**src/logic/dac_front_pkg.sv**
```systemverilog
// Constants, codes and register map of the stereo serial audio front end.
package dac_front_pkg;
   localparam int unsigned SAMPLE_W = 24;
   localparam int unsigned INIT_CYCLES = 3072;
   localparam int unsigned INIT_W = 12;
   localparam int unsigned ZERO_RUN = 1024;
   localparam int unsigned ZCNT_W = 11;
   localparam int unsigned BCK_LOSS_PERIODS = 3;
   localparam int unsigned WS_TOL = 4;
   localparam int unsigned BIT_IDX_W = 6;
   localparam int unsigned AXI_ADDR_W = 9;
   localparam int unsigned AXI_DATA_W = 32;

   // Register indices; the byte address is four times the index.
   localparam logic [6:0] IDX_FORMAT = 7'h14;
   localparam logic [6:0] IDX_FLAGCFG = 7'h16;
   localparam logic [6:0] IDX_CTRL = 7'h18;
   localparam logic [6:0] IDX_STATUS = 7'h19;

   localparam int unsigned FMT_LSB = 0;
   localparam int unsigned FMT_W = 3;
   localparam int unsigned FLAG_POLARITY_INVERT_BIT = 1;
   localparam int unsigned COMMON_FLAG_SELECT_BIT = 2;
   localparam int unsigned PIN_MODE_BIT = 0;
   localparam int unsigned ST_RUN_BIT = 0;
   localparam int unsigned ST_SUSP_BIT = 1;
   localparam int unsigned ST_OS_LSB = 2;
   localparam int unsigned ST_RATIO_LSB = 4;
   localparam int unsigned ST_ZL_BIT = 7;
   localparam int unsigned ST_ZR_BIT = 8;

   localparam logic [2:0] FMT_RJ24 = 3'h0;
   localparam logic [2:0] FMT_RJ20 = 3'h1;
   localparam logic [2:0] FMT_RJ18 = 3'h2;
   localparam logic [2:0] FMT_RJ16 = 3'h3;
   localparam logic [2:0] FMT_I2S = 3'h4;
   localparam logic [2:0] FMT_LJ = 3'h5;
   localparam logic [2:0] FMT_DEFAULT = FMT_LJ;
   localparam logic FLAG_POLARITY_INVERT_DEFAULT = 1'b0;
   localparam logic COMMON_FLAG_SELECT_DEFAULT = 1'b0;
   localparam logic PIN_MODE_DEFAULT = 1'b0;
   // Left shift that puts a right-justified word of 24, 20, 18 or 16 bits at the top.
   localparam logic [4:0] RJ_PAD [4] = '{5'h00, 5'h04, 5'h06, 5'h08};

   // Boundaries between the ratios 128, 192, 256, 384, 512, 768 and 1152.
   localparam int unsigned RATIO_STEPS = 6;
   localparam int unsigned RATIO_EDGE [6] = '{160, 224, 320, 448, 640, 960};
   localparam logic [2:0] RATIO_32X_MIN = 3'h2;
   localparam logic [2:0] RATIO_64X_MIN = 3'h4;

   localparam logic [1:0] RESP_OKAY = 2'h0;
   localparam logic [1:0] RESP_SLVERR = 2'h2;

   typedef enum logic [1:0] {OS_16X, OS_32X, OS_64X} os_rate_t;
   typedef enum logic [2:0] {ST_OFF, ST_INIT, ST_ALIGN, ST_RUN, ST_SUSP} phase_t;
endpackage

```
**src/logic/dac_front.sv**
```systemverilog
// Serial audio receiver, clock supervision and zero detection with an AXI4-Lite register port.
//
// Chosen here: the AXI4-Lite slave port and the placing of the registers.
`timescale 1ns/1ps
// How it works
// Accept system clock 128 to 1152 fs
// Hold initialization 3072 clocks after power-good
// Load mode defaults when initialization ends
// Force mid-scale output during initialization
// Start within one sample period afterwards
// Shift data on bit clock rising edge
// Word select latches shifted word
// Host bit clock is 32/48/64 fs
// Host keeps serial clocks synchronous
// Processing follows word select at fs
// Suspend on rate change or clock loss
// Resynchronize alone within three sample periods
// Three-bit format field, left-justified default
// MSB first, two's-complement samples
// I2S low=left, left-justified high=left
// Oversampling chosen from detected ratio
// Zero after 1024 zero samples per channel
// Zero flag high for zero channel
// Polarity bit inverts flags, default high
// Common flag bit merges both channels
// Pin option: shared flag needs both
// Format pin: low I2S, high 16-bit RJ
// Nonzero sample clears zero run
module dac_front
   import dac_front_pkg::*;
#(
   parameter int unsigned CNT_W = 16
) (
   input wire logic I_CLK_SYS, // System clock.
   input wire logic I_RST, // Synchronous reset, active high.
   input wire logic I_POWER_GOOD, // Supply-good indication, asynchronous.
   input wire logic I_SERIAL_BIT_CLOCK, // Serial bit clock pin.
   input wire logic I_WORD_SELECT_CLOCK, // Word select clock pin.
   input wire logic I_SERIAL_DATA, // Serial audio data pin.
   input wire logic I_FORMAT_SELECT_PIN, // Format pin used in pin mode.
   input wire logic [AXI_ADDR_W-1:0] I_AXI_AWADDR, // Write address.
   input wire logic I_AXI_AWVALID, // Write address valid.
   output logic O_AXI_AWREADY, // Write address ready.
   input wire logic [AXI_DATA_W-1:0] I_AXI_WDATA, // Write data.
   input wire logic [3:0] I_AXI_WSTRB, // Write byte strobes.
   input wire logic I_AXI_WVALID, // Write data valid.
   output logic O_AXI_WREADY, // Write data ready.
   output logic [1:0] O_AXI_BRESP, // Write response.
   output logic O_AXI_BVALID, // Write response valid.
   input wire logic I_AXI_BREADY, // Write response ready.
   input wire logic [AXI_ADDR_W-1:0] I_AXI_ARADDR, // Read address.
   input wire logic I_AXI_ARVALID, // Read address valid.
   output logic O_AXI_ARREADY, // Read address ready.
   output logic [AXI_DATA_W-1:0] O_AXI_RDATA, // Read data.
   output logic [1:0] O_AXI_RRESP, // Read response.
   output logic O_AXI_RVALID, // Read data valid.
   input wire logic I_AXI_RREADY, // Read data ready.
   output logic O_LEFT_ZERO_FLAG, // Left zero flag pin.
   output logic O_RIGHT_ZERO_FLAG, // Right or shared zero flag pin.
   output logic [SAMPLE_W-1:0] O_LEFT_SAMPLE, // Left sample, MSB aligned.
   output logic [SAMPLE_W-1:0] O_RIGHT_SAMPLE, // Right sample, MSB aligned.
   output logic O_SAMPLE_STROBE, // Pulse when a right sample lands.
   output logic [1:0] O_OVERSAMPLE_RATE, // Chosen oversampling rate.
   output logic O_RUNNING // Normal operation.
);
   localparam logic [INIT_W-1:0] INIT_LAST = INIT_W'(INIT_CYCLES - 1);
   localparam logic [ZCNT_W-1:0] ZERO_FULL = ZCNT_W'(ZERO_RUN);

   logic bck_m_r, bck_s_r, bck_d_r, ws_m_r, ws_s_r, dat_m_r, dat_s_r;
   logic fp_m_r, fp_s_r, pg_m_r, pg_s_r;
   logic ws_prev_r, per_ok_r, word_vld_r, word_left_r;
   logic [CNT_W-1:0] gap_cnt_r, bck_per_r, ws_cnt_r, ws_per_r, ws_diff;
   logic [CNT_W+1:0] loss_lim;
   logic [2:0] ratio_r, ratio_nxt;
   os_rate_t os_r;
   phase_t state_r;
   logic [INIT_W-1:0] init_cnt_r;
   logic [BIT_IDX_W-1:0] bit_idx_r;
   logic [SAMPLE_W-1:0] acc_r, rj_sh_r, word_r, word_nxt;
   logic [4:0] cap_r;
   logic [ZCNT_W-1:0] zcnt_r [2];
   logic [2:0] fmt_r, fmt_eff;
   logic flag_polarity_invert_r, common_flag_select_r, pin_mode_r;
   logic bck_rise, ws_edge, ws_rise, bck_lost, rate_change;
   logic is_i2s, is_rj, in_win, ch_left, zero_l, zero_r;
   logic aw_ready_r, w_ready_r, b_valid_r, ar_ready_r, r_valid_r;
   logic [1:0] b_resp_r, r_resp_r;
   logic [AXI_DATA_W-1:0] r_data_r, rd_word;
   logic rd_hit, wr_hit, wr_fire;
   logic left_flag_r, right_flag_r, run_r;
   logic [SAMPLE_W-1:0] left_r, right_r;
   logic strobe_r;

   // Two-stage synchronisers for every pin.
   always_ff @(posedge I_CLK_SYS) begin
      if (I_RST) begin
         {bck_m_r, bck_s_r, bck_d_r, ws_m_r, ws_s_r, dat_m_r, dat_s_r} <= 7'h00;
         {fp_m_r, fp_s_r, pg_m_r, pg_s_r} <= 4'h0;
      end else begin
         bck_m_r <= I_SERIAL_BIT_CLOCK;
         bck_s_r <= bck_m_r;
         bck_d_r <= bck_s_r;
         ws_m_r <= I_WORD_SELECT_CLOCK;
         ws_s_r <= ws_m_r;
         dat_m_r <= I_SERIAL_DATA;
         dat_s_r <= dat_m_r;
         fp_m_r <= I_FORMAT_SELECT_PIN;
         fp_s_r <= fp_m_r;
         pg_m_r <= I_POWER_GOOD;
         pg_s_r <= pg_m_r;
      end
   end

   assign bck_rise = bck_s_r & ~bck_d_r;
   assign ws_edge = bck_rise && (ws_s_r != ws_prev_r);
   assign ws_rise = ws_edge && ws_s_r;
   assign loss_lim = (CNT_W+2)'(bck_per_r) * (CNT_W+2)'(BCK_LOSS_PERIODS);
   assign bck_lost = (bck_per_r != '0) && ((CNT_W+2)'(gap_cnt_r) >= loss_lim);
   assign ws_diff = (ws_cnt_r > ws_per_r) ? ws_cnt_r - ws_per_r : ws_per_r - ws_cnt_r;
   assign rate_change = per_ok_r && (ws_diff > CNT_W'(WS_TOL));

   // Bit clock and word select period supervision.
   always_ff @(posedge I_CLK_SYS) begin
      if (I_RST) begin
         gap_cnt_r <= '0;
         bck_per_r <= '0;
         ws_cnt_r <= '0;
         ws_per_r <= '0;
         per_ok_r <= 1'b0;
      end else begin
         if (bck_rise) begin
            gap_cnt_r <= '0;
            bck_per_r <= gap_cnt_r + CNT_W'(1);
         end else if (gap_cnt_r != '1) begin
            gap_cnt_r <= gap_cnt_r + CNT_W'(1);
         end
         if (ws_rise) begin
            ws_cnt_r <= CNT_W'(1);
            ws_per_r <= ws_cnt_r;
            per_ok_r <= 1'b1;
         end else if (ws_cnt_r != '1) begin
            ws_cnt_r <= ws_cnt_r + CNT_W'(1);
         end
         if (bck_lost) begin
            per_ok_r <= 1'b0;
         end
      end
   end

   // Ratio of system clock to word select, from the last full period.
   always_comb begin
      ratio_nxt = 3'(RATIO_STEPS);
      for (int i = RATIO_STEPS - 1; i >= 0; i--) begin
         if (ws_cnt_r < CNT_W'(RATIO_EDGE[i])) begin
            ratio_nxt = 3'(i);
         end
      end
   end

   always_ff @(posedge I_CLK_SYS) begin
      if (I_RST) begin
         // A 512x code agrees with the 64x rate given out of reset.
         ratio_r <= RATIO_64X_MIN;
         os_r <= OS_64X;
      end else if (ws_rise && per_ok_r) begin
         ratio_r <= ratio_nxt;
         if (ratio_nxt >= RATIO_64X_MIN) begin
            os_r <= OS_64X;
         end else if (ratio_nxt >= RATIO_32X_MIN) begin
            os_r <= OS_32X;
         end else begin
            os_r <= OS_16X;
         end
      end
   end

   // Power-on initialization, alignment, running and suspension.
   always_ff @(posedge I_CLK_SYS) begin
      if (I_RST) begin
         state_r <= ST_OFF;
         init_cnt_r <= '0;
      end else if (!pg_s_r) begin
         state_r <= ST_OFF;
         init_cnt_r <= '0;
      end else begin
         unique case (state_r)
            ST_OFF: begin
               state_r <= ST_INIT;
               init_cnt_r <= '0;
            end
            ST_INIT: begin
               if (init_cnt_r == INIT_LAST) begin
                  state_r <= ST_ALIGN;
               end else begin
                  init_cnt_r <= init_cnt_r + INIT_W'(1);
               end
            end
            ST_ALIGN: begin
               if (ws_edge) begin
                  state_r <= ST_RUN;
               end
            end
            ST_RUN: begin
               if (bck_lost || (ws_rise && rate_change)) begin
                  state_r <= ST_SUSP;
               end
            end
            ST_SUSP: begin
               if (ws_rise && per_ok_r && !rate_change && !bck_lost) begin
                  state_r <= ST_RUN;
               end
            end
         endcase
      end
   end

   assign fmt_eff = pin_mode_r ? (fp_s_r ? FMT_RJ16 : FMT_I2S) : fmt_r;
   assign is_i2s = (fmt_eff == FMT_I2S);
   assign is_rj = (fmt_eff < FMT_I2S);
   assign in_win = (bit_idx_r >= BIT_IDX_W'(is_i2s))
      && (bit_idx_r < BIT_IDX_W'(SAMPLE_W) + BIT_IDX_W'(is_i2s));
   assign ch_left = is_i2s ? ~ws_prev_r : ws_prev_r;
   // MSB-aligned two's-complement word; the sign stays in the top bit.
   assign word_nxt = is_rj ? (rj_sh_r << RJ_PAD[fmt_eff[1:0]])
      : (acc_r << (5'(SAMPLE_W) - cap_r));

   // Serial receiver: one bit per bit clock rising edge.
   always_ff @(posedge I_CLK_SYS) begin
      if (I_RST) begin
         ws_prev_r <= 1'b0;
         bit_idx_r <= '0;
         acc_r <= '0;
         cap_r <= '0;
         rj_sh_r <= '0;
         word_r <= '0;
         word_vld_r <= 1'b0;
         word_left_r <= 1'b0;
      end else begin
         word_vld_r <= 1'b0;
         if (bck_rise) begin
            ws_prev_r <= ws_s_r;
            if (ws_edge) begin
               word_r <= word_nxt;
               word_vld_r <= 1'b1;
               word_left_r <= ch_left;
               bit_idx_r <= BIT_IDX_W'(1);
               rj_sh_r <= SAMPLE_W'(dat_s_r);
               acc_r <= is_i2s ? '0 : SAMPLE_W'(dat_s_r);
               cap_r <= is_i2s ? 5'h00 : 5'h01;
            end else begin
               rj_sh_r <= {rj_sh_r[SAMPLE_W-2:0], dat_s_r};
               if (bit_idx_r != '1) begin
                  bit_idx_r <= bit_idx_r + BIT_IDX_W'(1);
               end
               if (in_win) begin
                  acc_r <= {acc_r[SAMPLE_W-2:0], dat_s_r};
                  cap_r <= cap_r + 5'h01;
               end
            end
         end
      end
   end

   // Sample outputs sit at mid-scale (zero) whenever not running.
   always_ff @(posedge I_CLK_SYS) begin
      if (I_RST) begin
         left_r <= '0;
         right_r <= '0;
         strobe_r <= 1'b0;
         run_r <= 1'b0;
      end else begin
         run_r <= (state_r == ST_RUN);
         strobe_r <= 1'b0;
         if (state_r != ST_RUN) begin
            left_r <= '0;
            right_r <= '0;
         end else if (word_vld_r) begin
            if (word_left_r) begin
               left_r <= word_r;
            end else begin
               right_r <= word_r;
               strobe_r <= 1'b1;
            end
         end
      end
   end

   // Zero-run counters, index 0 left and 1 right.
   always_ff @(posedge I_CLK_SYS) begin
      if (I_RST) begin
         zcnt_r[0] <= '0;
         zcnt_r[1] <= '0;
      end else if (word_vld_r) begin
         if (word_r != '0) begin
            zcnt_r[word_left_r ? 0 : 1] <= '0;
         end else if (zcnt_r[word_left_r ? 0 : 1] != ZERO_FULL) begin
            zcnt_r[word_left_r ? 0 : 1] <= zcnt_r[word_left_r ? 0 : 1] + ZCNT_W'(1);
         end
      end
   end

   assign zero_l = (zcnt_r[0] == ZERO_FULL);
   assign zero_r = (zcnt_r[1] == ZERO_FULL);

   always_ff @(posedge I_CLK_SYS) begin
      if (I_RST) begin
         left_flag_r <= 1'b0;
         right_flag_r <= 1'b0;
      end else if (pin_mode_r) begin
         left_flag_r <= 1'b0;
         right_flag_r <= zero_l & zero_r;
      end else if (common_flag_select_r) begin
         left_flag_r <= flag_polarity_invert_r;
         right_flag_r <= (zero_l & zero_r) ^ flag_polarity_invert_r;
      end else begin
         left_flag_r <= zero_l ^ flag_polarity_invert_r;
         right_flag_r <= zero_r ^ flag_polarity_invert_r;
      end
   end

   // AXI4-Lite slave: address and data are taken together, response follows.
   assign wr_fire = aw_ready_r && I_AXI_AWVALID && w_ready_r && I_AXI_WVALID;
   assign wr_hit = (I_AXI_AWADDR[AXI_ADDR_W-1:2] == IDX_FORMAT)
      || (I_AXI_AWADDR[AXI_ADDR_W-1:2] == IDX_FLAGCFG)
      || (I_AXI_AWADDR[AXI_ADDR_W-1:2] == IDX_CTRL);

   always_ff @(posedge I_CLK_SYS) begin
      if (I_RST) begin
         aw_ready_r <= 1'b0;
         w_ready_r <= 1'b0;
         b_valid_r <= 1'b0;
         b_resp_r <= RESP_OKAY;
      end else begin
         aw_ready_r <= 1'b0;
         w_ready_r <= 1'b0;
         if (b_valid_r && I_AXI_BREADY) begin
            b_valid_r <= 1'b0;
         end
         if (wr_fire) begin
            b_valid_r <= 1'b1;
            b_resp_r <= wr_hit ? RESP_OKAY : RESP_SLVERR;
         end else if (I_AXI_AWVALID && I_AXI_WVALID && !aw_ready_r && !b_valid_r) begin
            aw_ready_r <= 1'b1;
            w_ready_r <= 1'b1;
         end
      end
   end

   // Mode settings return to their defaults all through initialization.
   always_ff @(posedge I_CLK_SYS) begin
      if (I_RST || state_r == ST_INIT) begin
         fmt_r <= FMT_DEFAULT;
         flag_polarity_invert_r <= FLAG_POLARITY_INVERT_DEFAULT;
         common_flag_select_r <= COMMON_FLAG_SELECT_DEFAULT;
         pin_mode_r <= PIN_MODE_DEFAULT;
      end else if (wr_fire && I_AXI_WSTRB[0]) begin
         if (I_AXI_AWADDR[AXI_ADDR_W-1:2] == IDX_FORMAT) begin
            fmt_r <= I_AXI_WDATA[FMT_LSB +: FMT_W];
         end
         if (I_AXI_AWADDR[AXI_ADDR_W-1:2] == IDX_FLAGCFG) begin
            flag_polarity_invert_r <= I_AXI_WDATA[FLAG_POLARITY_INVERT_BIT];
            common_flag_select_r <= I_AXI_WDATA[COMMON_FLAG_SELECT_BIT];
         end
         if (I_AXI_AWADDR[AXI_ADDR_W-1:2] == IDX_CTRL) begin
            pin_mode_r <= I_AXI_WDATA[PIN_MODE_BIT];
         end
      end
   end

   always_comb begin
      rd_word = '0;
      rd_hit = 1'b1;
      unique case (I_AXI_ARADDR[AXI_ADDR_W-1:2])
         IDX_FORMAT: rd_word[FMT_LSB +: FMT_W] = fmt_r;
         IDX_FLAGCFG: begin
            rd_word[FLAG_POLARITY_INVERT_BIT] = flag_polarity_invert_r;
            rd_word[COMMON_FLAG_SELECT_BIT] = common_flag_select_r;
         end
         IDX_CTRL: rd_word[PIN_MODE_BIT] = pin_mode_r;
         IDX_STATUS: begin
            rd_word[ST_RUN_BIT] = (state_r == ST_RUN);
            rd_word[ST_SUSP_BIT] = (state_r == ST_SUSP);
            rd_word[ST_OS_LSB +: 2] = os_r;
            rd_word[ST_RATIO_LSB +: 3] = ratio_r;
            rd_word[ST_ZL_BIT] = zero_l;
            rd_word[ST_ZR_BIT] = zero_r;
         end
         default: rd_hit = 1'b0;
      endcase
   end

   always_ff @(posedge I_CLK_SYS) begin
      if (I_RST) begin
         ar_ready_r <= 1'b0;
         r_valid_r <= 1'b0;
         r_data_r <= '0;
         r_resp_r <= RESP_OKAY;
      end else begin
         ar_ready_r <= 1'b0;
         if (r_valid_r && I_AXI_RREADY) begin
            r_valid_r <= 1'b0;
         end
         if (ar_ready_r && I_AXI_ARVALID) begin
            r_valid_r <= 1'b1;
            r_data_r <= rd_word;
            r_resp_r <= rd_hit ? RESP_OKAY : RESP_SLVERR;
         end else if (I_AXI_ARVALID && !ar_ready_r && !r_valid_r) begin
            ar_ready_r <= 1'b1;
         end
      end
   end

   assign O_AXI_AWREADY = aw_ready_r;
   assign O_AXI_WREADY = w_ready_r;
   assign O_AXI_BVALID = b_valid_r;
   assign O_AXI_BRESP = b_resp_r;
   assign O_AXI_ARREADY = ar_ready_r;
   assign O_AXI_RVALID = r_valid_r;
   assign O_AXI_RDATA = r_data_r;
   assign O_AXI_RRESP = r_resp_r;
   assign O_LEFT_ZERO_FLAG = left_flag_r;
   assign O_RIGHT_ZERO_FLAG = right_flag_r;
   assign O_LEFT_SAMPLE = left_r;
   assign O_RIGHT_SAMPLE = right_r;
   assign O_SAMPLE_STROBE = strobe_r;
   assign O_OVERSAMPLE_RATE = os_r;
   assign O_RUNNING = run_r;
endmodule

```
**config.mk**
```make
export PLATFORM = sky130hd
export DESIGN_NAME = dac_front
export DESIGN_NICKNAME = d
export VERILOG_FILES = /design/src/logic/dac_front_pkg.sv /design/src/logic/dac_front.sv
export SDC_FILE = /design/constraint.sdc
export NUM_CORES = 1
export LEC_CHECK = 0
export ABC_AREA = 0
export BUFFER_PORTS_ARGS = -buffer_cell sky130_fd_sc_hd__buf_2
export CAP_MARGIN = 10
export CORE_MARGIN = 1.5
export CORE_UTILIZATION = 35
export CTS_BUF_LIST = sky130_fd_sc_hd__clkbuf_16
export DETAILED_ROUTE_END_ITERATION = 10
export HOLD_SLACK_MARGIN = 0.05
export PLACE_DENSITY = 0.64
export SLEW_MARGIN = 0
export SYNTH_ARGS = -nofsm -noshare
export SYNTH_HDL_FRONTEND = slang
export SYNTH_SLANG_ARGS = --single-unit
```
**constraint.sdc**
```tcl
create_clock -name I_CLK_SYS -period 5.3 [get_ports I_CLK_SYS]
set_clock_uncertainty 0.15 [all_clocks]
set_input_delay 0.53 -clock I_CLK_SYS [delete_from_list [all_inputs] [get_ports I_CLK_SYS]]
set_output_delay 0.53 -clock I_CLK_SYS [all_outputs]
set_load 0.03 [all_outputs]
```
==> results of run 1 <==
-- cells in the final DEF, fill, tap and decap left out, types with 7 or more instances in the layout --
master	synthesis	layout
a221oi_1	18	18
mux2_2	7	7
o21a_1	7	7
a22o_1	26	26
ha_1	83	83
and2_1	12	12
xnor2_1	42	42
a211oi_1	27	27
o21ai_0	64	64
conb_1	1	25
nor3_1	38	38
o211ai_1	9	9
o21bai_1	10	10
nand3_1	48	48
nand2_1	318	318
xor2_1	32	32
o22ai_1	21	21
or2_2	7	7
buf_2	3	98
nor2b_1	33	33
or3_1	12	12
dlygate4sd3_1	0	8
edfxtp_1	22	22
a21o_1	22	22
mux2i_1	62	62
mux4_2	14	14
o221ai_1	12	12
a21oi_1	233	233
nand4_1	23	23
nor2_1	162	162
nand2b_1	35	35
a31oi_1	11	11
inv_1	86	94
nor4_1	19	18
dfxtp_1	255	255
buf_4	29	21
clkbuf_16	0	31
and3_1	14	14
-- stage by stage --
step,util (%),instance area [sq um]
global placement,37.4,16900
floorplan,-,16100
CTS,39.7,18000
finish,39.7,18000
detailed placement,37.4,16900
global route,39.7,18000
-- registers in the layout, indices dropped and copies added, names as in the netlist, 5 cells and up --
signal / cells
O_AXI_RDATA: 9
O_LEFT_SAMPLE: 24
O_RIGHT_SAMPLE: 24
acc_r: 24
bck_per_r: 16
bit_idx_r: 6
cap_r: 5
gap_cnt_r: 16
init_cnt_r: 12
rj_sh_r: 24
word_r: 24
ws_cnt_r: 16
ws_per_r: 16
zcnt_r: 22
-- logic make-up after synthesis --
kind of cell             synth area share [%]
buffers and inverters                    5.93
AO/OA/AOI/OAI                            19.8
flip-flops                               35.9
AND/OR/NAND/NOR                          21.1
other                                  0.0234
multiplexers                             6.32
adder cells (fa/ha/maj)                  6.85
XOR/XNOR                                 4.04
-- path summary, 6_finish.rpt --
check	slack (ps)	startpoint	depth (start not counted)	to
setup / recovery	490	bck_per_r[1]	21	state_r[0]
hold / removal	90	I_AXI_WDATA[1]	3	fmt_r[1]
setup reg to reg	490	bck_per_r[1]	21	state_r[0]
hold reg to reg	290	O_AXI_BVALID	1	O_AXI_WREADY
-- power by group through the flow --
stage / clock network [uW] / registers (uW) / logic, uW
finish: 2070 / 2150 / 378
global route: 2210 / 2150 / 418
CTS: 2120 / 2150 / 374
detailed placement: 0 / 2190 / 367
global placement: 0 / 2190 / 363
floorplan: 0 / 2190 / 288
-- worst reg2reg max path: stages (launching register included) --
cell,delay (ps)
dfxtp_1,350
ha_1,240
fa_1,410
a21o_1,190
a221o_1,300
o21ai_0,210
nand2b_1,120
a21bo_2,270
a21o_1,190
a21oi_1,170
xor2_1,90
ha_1,290
inv_1,40
o21ai_0,180
a21oi_1,60
o21ai_0,90
o21ai_0,140
a2111oi_1,410
nand3_1,260
or2_2,350
o2111ai_1,90
a21oi_1,90
-- metal layers --
metal  share of wire, %  up-vias  wire [um]  GRT usage, %
li1                   -     7060          -             -
met1                 46     6640      19500          23.9
met2                 47      343      19800          29.2
met3                4.6       58       1950          2.57
met4                1.9        0        802          3.98
met5                  0        -          0             0
-- repair_timing --
item                                   4_1_cts  5_1_grt
hold buffers                                 8        0
resized for setup                            0        2
setup endpoints to repair                    0        1
endpoints found under the hold margin        7        0
-- final cells by class --
class	count	area (sq um)	share of cell area (%)
clock buffer	31	776	4.31
clock inverter	20	188	1.04
inverter	88	333	1.85
multi-input combinational	1516	9430	52.4
sequential	277	5770	32.0
tap	600	751	4.17
timing repair buffer	128	756	4.20
==> results.yml, run 1 <==
placement:
  dp_hpwl_um: 30900
  preCtsSetupSlack_ps: 487
  gp_congestion: 0.919
  dpl.cell_count: 2600
  port_buffers: 99
cells_and_area:
  fillCellCount: 4650
  n_antenna_cell: 0
  drive_above_1_share_pct: 9.81
  syn2layout_area_growth_pct: 12.1
  final_cells: 2660
  fin_nets: 2194
clock_tree:
  cts-root-buf: "clkbuf_16"
  clock-sinks: 277
  clock_latency_ps: 560
  post_cts_buffers: 0
  cts_buffers: 31
  htree_levels: 1
  clkTransAtPathRegs_ps: 60
  ctsLongestPathBuffers: 3
  cts_tree: "done"
logic_synthesis:
  ys_seq_elements: 277
  yosysTopAreaCellShare_pct: 31.8
  ys_warn_count: 0
  synth_largest_area_cell: "dfxtp_1"
  post-synth-top-count-cell: "nand2_1"
  syn-cell-area_sq_um: 16000
  ys_async_sr_fraction_pct: 0
  yosys-top-cells-count: "318 x nand2_1, 255 x dfxtp_1, 233 x a21oi_1"
  ys_top_cells_by_area: "dfxtp_1 32%, nand2_1 7.4%, a21oi_1 7.3%"
  synth-edff-count: 22
  yosysSeqAreaShare_pct: 35.9
  syn_avg_cell_area_sq_um: 8.06
  netlist_instances: 1990
  netlist-cell-type-count: 82
  synth-main-ff-cell: "dfxtp_1"
worst_setup_path:
  endpoint_kind: "flip-flop"
  path_delay_family: "compound AO/OA/AOI/OAI gates"
  arrival_ps: 5100
  worstPathBufferInverterCount: 1
  slowest_delay_ps: 410
  crit_chain: "ha_1 > fa_1 > a21o_1 > a221o_1 > o21ai_0 > nand2b_1 > a21bo_2 > a21o_1 > a21oi_1 > xor2_1 > ha_1 > inv_1 > o21ai_0 > a21oi_1 > o21ai_0 > o21ai_0 > a2111oi_1 > nand3_1 > or2_2 > o2111ai_1 > a21oi_1"
  crit_top_cell: "o21ai_0"
  worstPathRequired_ps: 5590
  critPathSlowestCell: "fa_1"
  cp_max_fo: 5
  critPathLaunchType: "flip-flop"
  critical_path_class: "reg -> reg"
min_path:
  hold_path.class: "in -> reg"
floorplan:
  die_area_sq_um: 47100
  fp.dieW_um: 217
  core.rowCount: 78
  die_h_um: 217
  initial_core_util_pct: 35.4
  core_area_sq_um: 45300
  io-pin-count: 161
timing:
  setup_violations: 0
  final-hold-violation-count: 0
  whs_ps: 90.3
  min_period_ps: 4810
  fmax_mhz: 208
  rsz0062_at_grt: "false"
  relSlewSlack_pct: 33.4
  setup-tns-final_ps: 0
  post-route-period-util_pct: 90.7
  tightest_slew_ps: 998
  final.setup.worst_slack_ps: 492
  drv_slew: 0
power:
  p_clk_share_pct: 45.0
  switching_share_pct: 23.7
  p_int_uw: 3500
  power.total_uw: 4590
  switchingPower_uw: 1090
  vdd_drop_max_mv: 0.211
  seq_power_share_pct: 46.8
  share_comb_of_total_power_pct: 8.2
  p_leak_uw: 0.00693
  power.density_nw_per_um2: 255
route:
  antenna_left: 0
  vias: 14101
  viasPerCell: 5.30
  finalWirelength_um: 42100
  drc_errors: 0
  drt_iter0_drc: 1155
  routedWlPerCell_um: 15.8
  drtPass1Iterations: 5
grt:
  grt_first_pass_wirelength_um: 69200
  grt_use_total_pct: 17.5
  grt_antenna_before_repair: 0
  grt_overflow_total: 0
  grt_pass1_vias: 13298
  grt_max_degree: 51
run:
  maxCapViolations: 0
run_status:
  status: "finished clean"
Power figures use the tool's default switching activity.
==> run 2: changes to the inputs <==
--- a/config.mk
+++ b/config.mk
@@ -14,6 +14,7 @@
 export DETAILED_ROUTE_END_ITERATION = 10
 export HOLD_SLACK_MARGIN = 0.05
 export PLACE_DENSITY = 0.64
+export RECOVER_POWER = 25
 export SLEW_MARGIN = 0
 export SYNTH_ARGS = -nofsm -noshare
 export SYNTH_HDL_FRONTEND = slang
==> results.yml, run 2 (synthesized netlist as in run 1, its figures left out) <==
timing:
  relSlewSlack_pct: -45.6
  setup_violations: 0
  whs_ps: 89.5
  tightest_slew_ps: 2180
  drv_slew: 143
  post-route-period-util_pct: 90.8
  min_period_ps: 4810
  final-hold-violation-count: 0
  rsz0062_at_grt: "false"
  fmax_mhz: 208
  setup-tns-final_ps: 0
cells_and_area:
  final_common_cell: "nand2_1"
  fin_nets: 2194
  layout_common_cells: "318 x nand2_1, 255 x dfxtp_1, 233 x a21oi_1"
  syn2layout_area_growth_pct: 11.5
  fin_area_sq_um: 17900
  multiInputGateArea_sq_um: 9430
  drive_above_1_share_pct: 6.84
  n_antenna_cell: 0
  fillCellCount: 4699
  seq_area_sq_um: 5770
floorplan:
  core_area_sq_um: 45300
  core.rowCount: 78
  fp.dieW_um: 217
  io-pin-count: 161
  die_area_sq_um: 47100
  initial_core_util_pct: 35.4
  die_h_um: 217
route:
  finalWirelength_um: 42200
  viasPerCell: 5.32
  routedWlPerCell_um: 15.9
  drt_iter0_drc: 1264
  drtPass1Iterations: 5
  vias: 14153
  antenna_left: 0
  drc_errors: 0
power:
  switchingPower_uw: 1090
  power.density_nw_per_um2: 257
  p_leak_uw: 0.00665
  vdd_drop_max_mv: 0.211
  switching_share_pct: 23.7
  seq_power_share_pct: 46.8
  share_comb_of_total_power_pct: 8.2
  p_clk_share_pct: 45.0
  p_int_uw: 3500
worst_setup_path:
  regToRegSetupSlack_ps: 490
  crit_chain: "ha_1 > fa_1 > a21o_1 > a221o_1 > o21ai_0 > nand2b_1 > a21bo_2 > a21o_1 > a21oi_1 > xor2_1 > ha_1 > inv_1 > o21ai_0 > a21oi_1 > o21ai_0 > o21ai_0 > a2111oi_1 > nand3_1 > or2_2 > o2111ai_1 > a21oi_1"
  critPathSlowestCell: "fa_1"
  endpoint_kind: "flip-flop"
  cp_max_fo: 5
  crit_top_cell: "o21ai_0"
  arrival_ps: 5100
  critical_path_class: "reg -> reg"
  worstPathRequired_ps: 5590
  slowest_delay_ps: 410
  critPathLaunchType: "flip-flop"
grt:
  grt_use_total_pct: 17.5
  grt_antenna_before_repair: 0
  grt_pass1_vias: 13298
  grt_first_pass_wirelength_um: 69200
  grt_max_degree: 51
  grt_overflow_total: 0
placement:
  gp_congestion: 0.919
  placed_area_sq_um: 16900
  port_buffers: 99
  dp_hpwl_um: 30900
clock_tree:
  clock-sinks: 277
  clock_latency_ps: 560
  htree_levels: 1
  clkTransAtPathRegs_ps: 60
  cts_buffers: 31
  cts-root-buf: "clkbuf_16"
  cts_tree: "done"
  ctsLongestPathBuffers: 3
run_status:
  failed_checks: "max-capacitance violations, max-slew violations"
  status: "complete, but fails checks"
run:
  maxCapViolations: 3
min_path:
  hold_path.class: "in -> reg"
[run 2: cell types whose count changed in the layout (fill, tap and decap cells not counted), sizes merged]
cell,before,now
buf,120,59
clkbuf,31,92
[run 2: critical path, delay by kind of cell, from the launching register on]
kind / cells / cell delay, ps
AOI/OAI and AO/OA: 13 / 2380
xor gates and xnor gates: 1 / 90
adders and majority gates: 3 / 940
buffers and inverters: 1 / 40
DFF: 1 / 350
and+or+nand+nor: 3 / 730
[run 2: worst paths after layout]
kind	startpoint	end	cells past startpoint
worst max-delay path	bck_per_r[1]	state_r[0]	21
worst min-delay path	I_AXI_WDATA[1]	fmt_r[1]	3
worst max register to register	bck_per_r[1]	state_r[0]	21
worst min register to register	O_AXI_BVALID	O_AXI_WREADY	1
[run 2: cell type report]
type | count | share of cell area, %
flip-flops and latches | 277 | 32.2
well taps | 600 | 4.20
repair buffers | 128 | 3.62
inverters | 88 | 1.86
clock inverters | 20 | 1.05
clock buffers | 31 | 4.34
multi-input cells | 1516 | 52.7
[run 2: metrics by stage]
stage	setup WS, ps	cells	power, uW	utilization, %
floorplan	1090	2014	2480	-
global placement	530	2600	2560	37.4
detailed placement	487	2600	2560	37.4
CTS	469	2659	4640	39.7
global route	61.1	2660	4780	39.5
finish	488	2660	4590	39.5
[run 2: power by group through the flow]
| stage | Sequential, uW | Clock [uW] | Combinational [uW] |
|---|---|---|---|
| 2_1_floorplan | 2190 | 0 | 288 |
| 3_3_place_gp | 2190 | 0 | 363 |
| 3_5_place_dp | 2190 | 0 | 367 |
| 4_1_cts | 2150 | 2120 | 374 |
| 5_1_grt | 2150 | 2210 | 414 |
| 6_report | 2150 | 2070 | 375 |
[run 2: per-layer routing]
metal	GRT usage, %	wire (um)	vias up
met5	0	0	-
met4	3.98	783	0
met3	2.57	2100	57
met2	29.2	20000	383
met1	23.9	19400	6657
li1	-	-	7056
[run 2: repair_timing]
item,in CTS,in global routing
endpoints found under the hold margin,7,0
hold buffers,8,0
setup endpoints to repair,0,1
buffers inserted,0,0
gates resized for setup,0,2
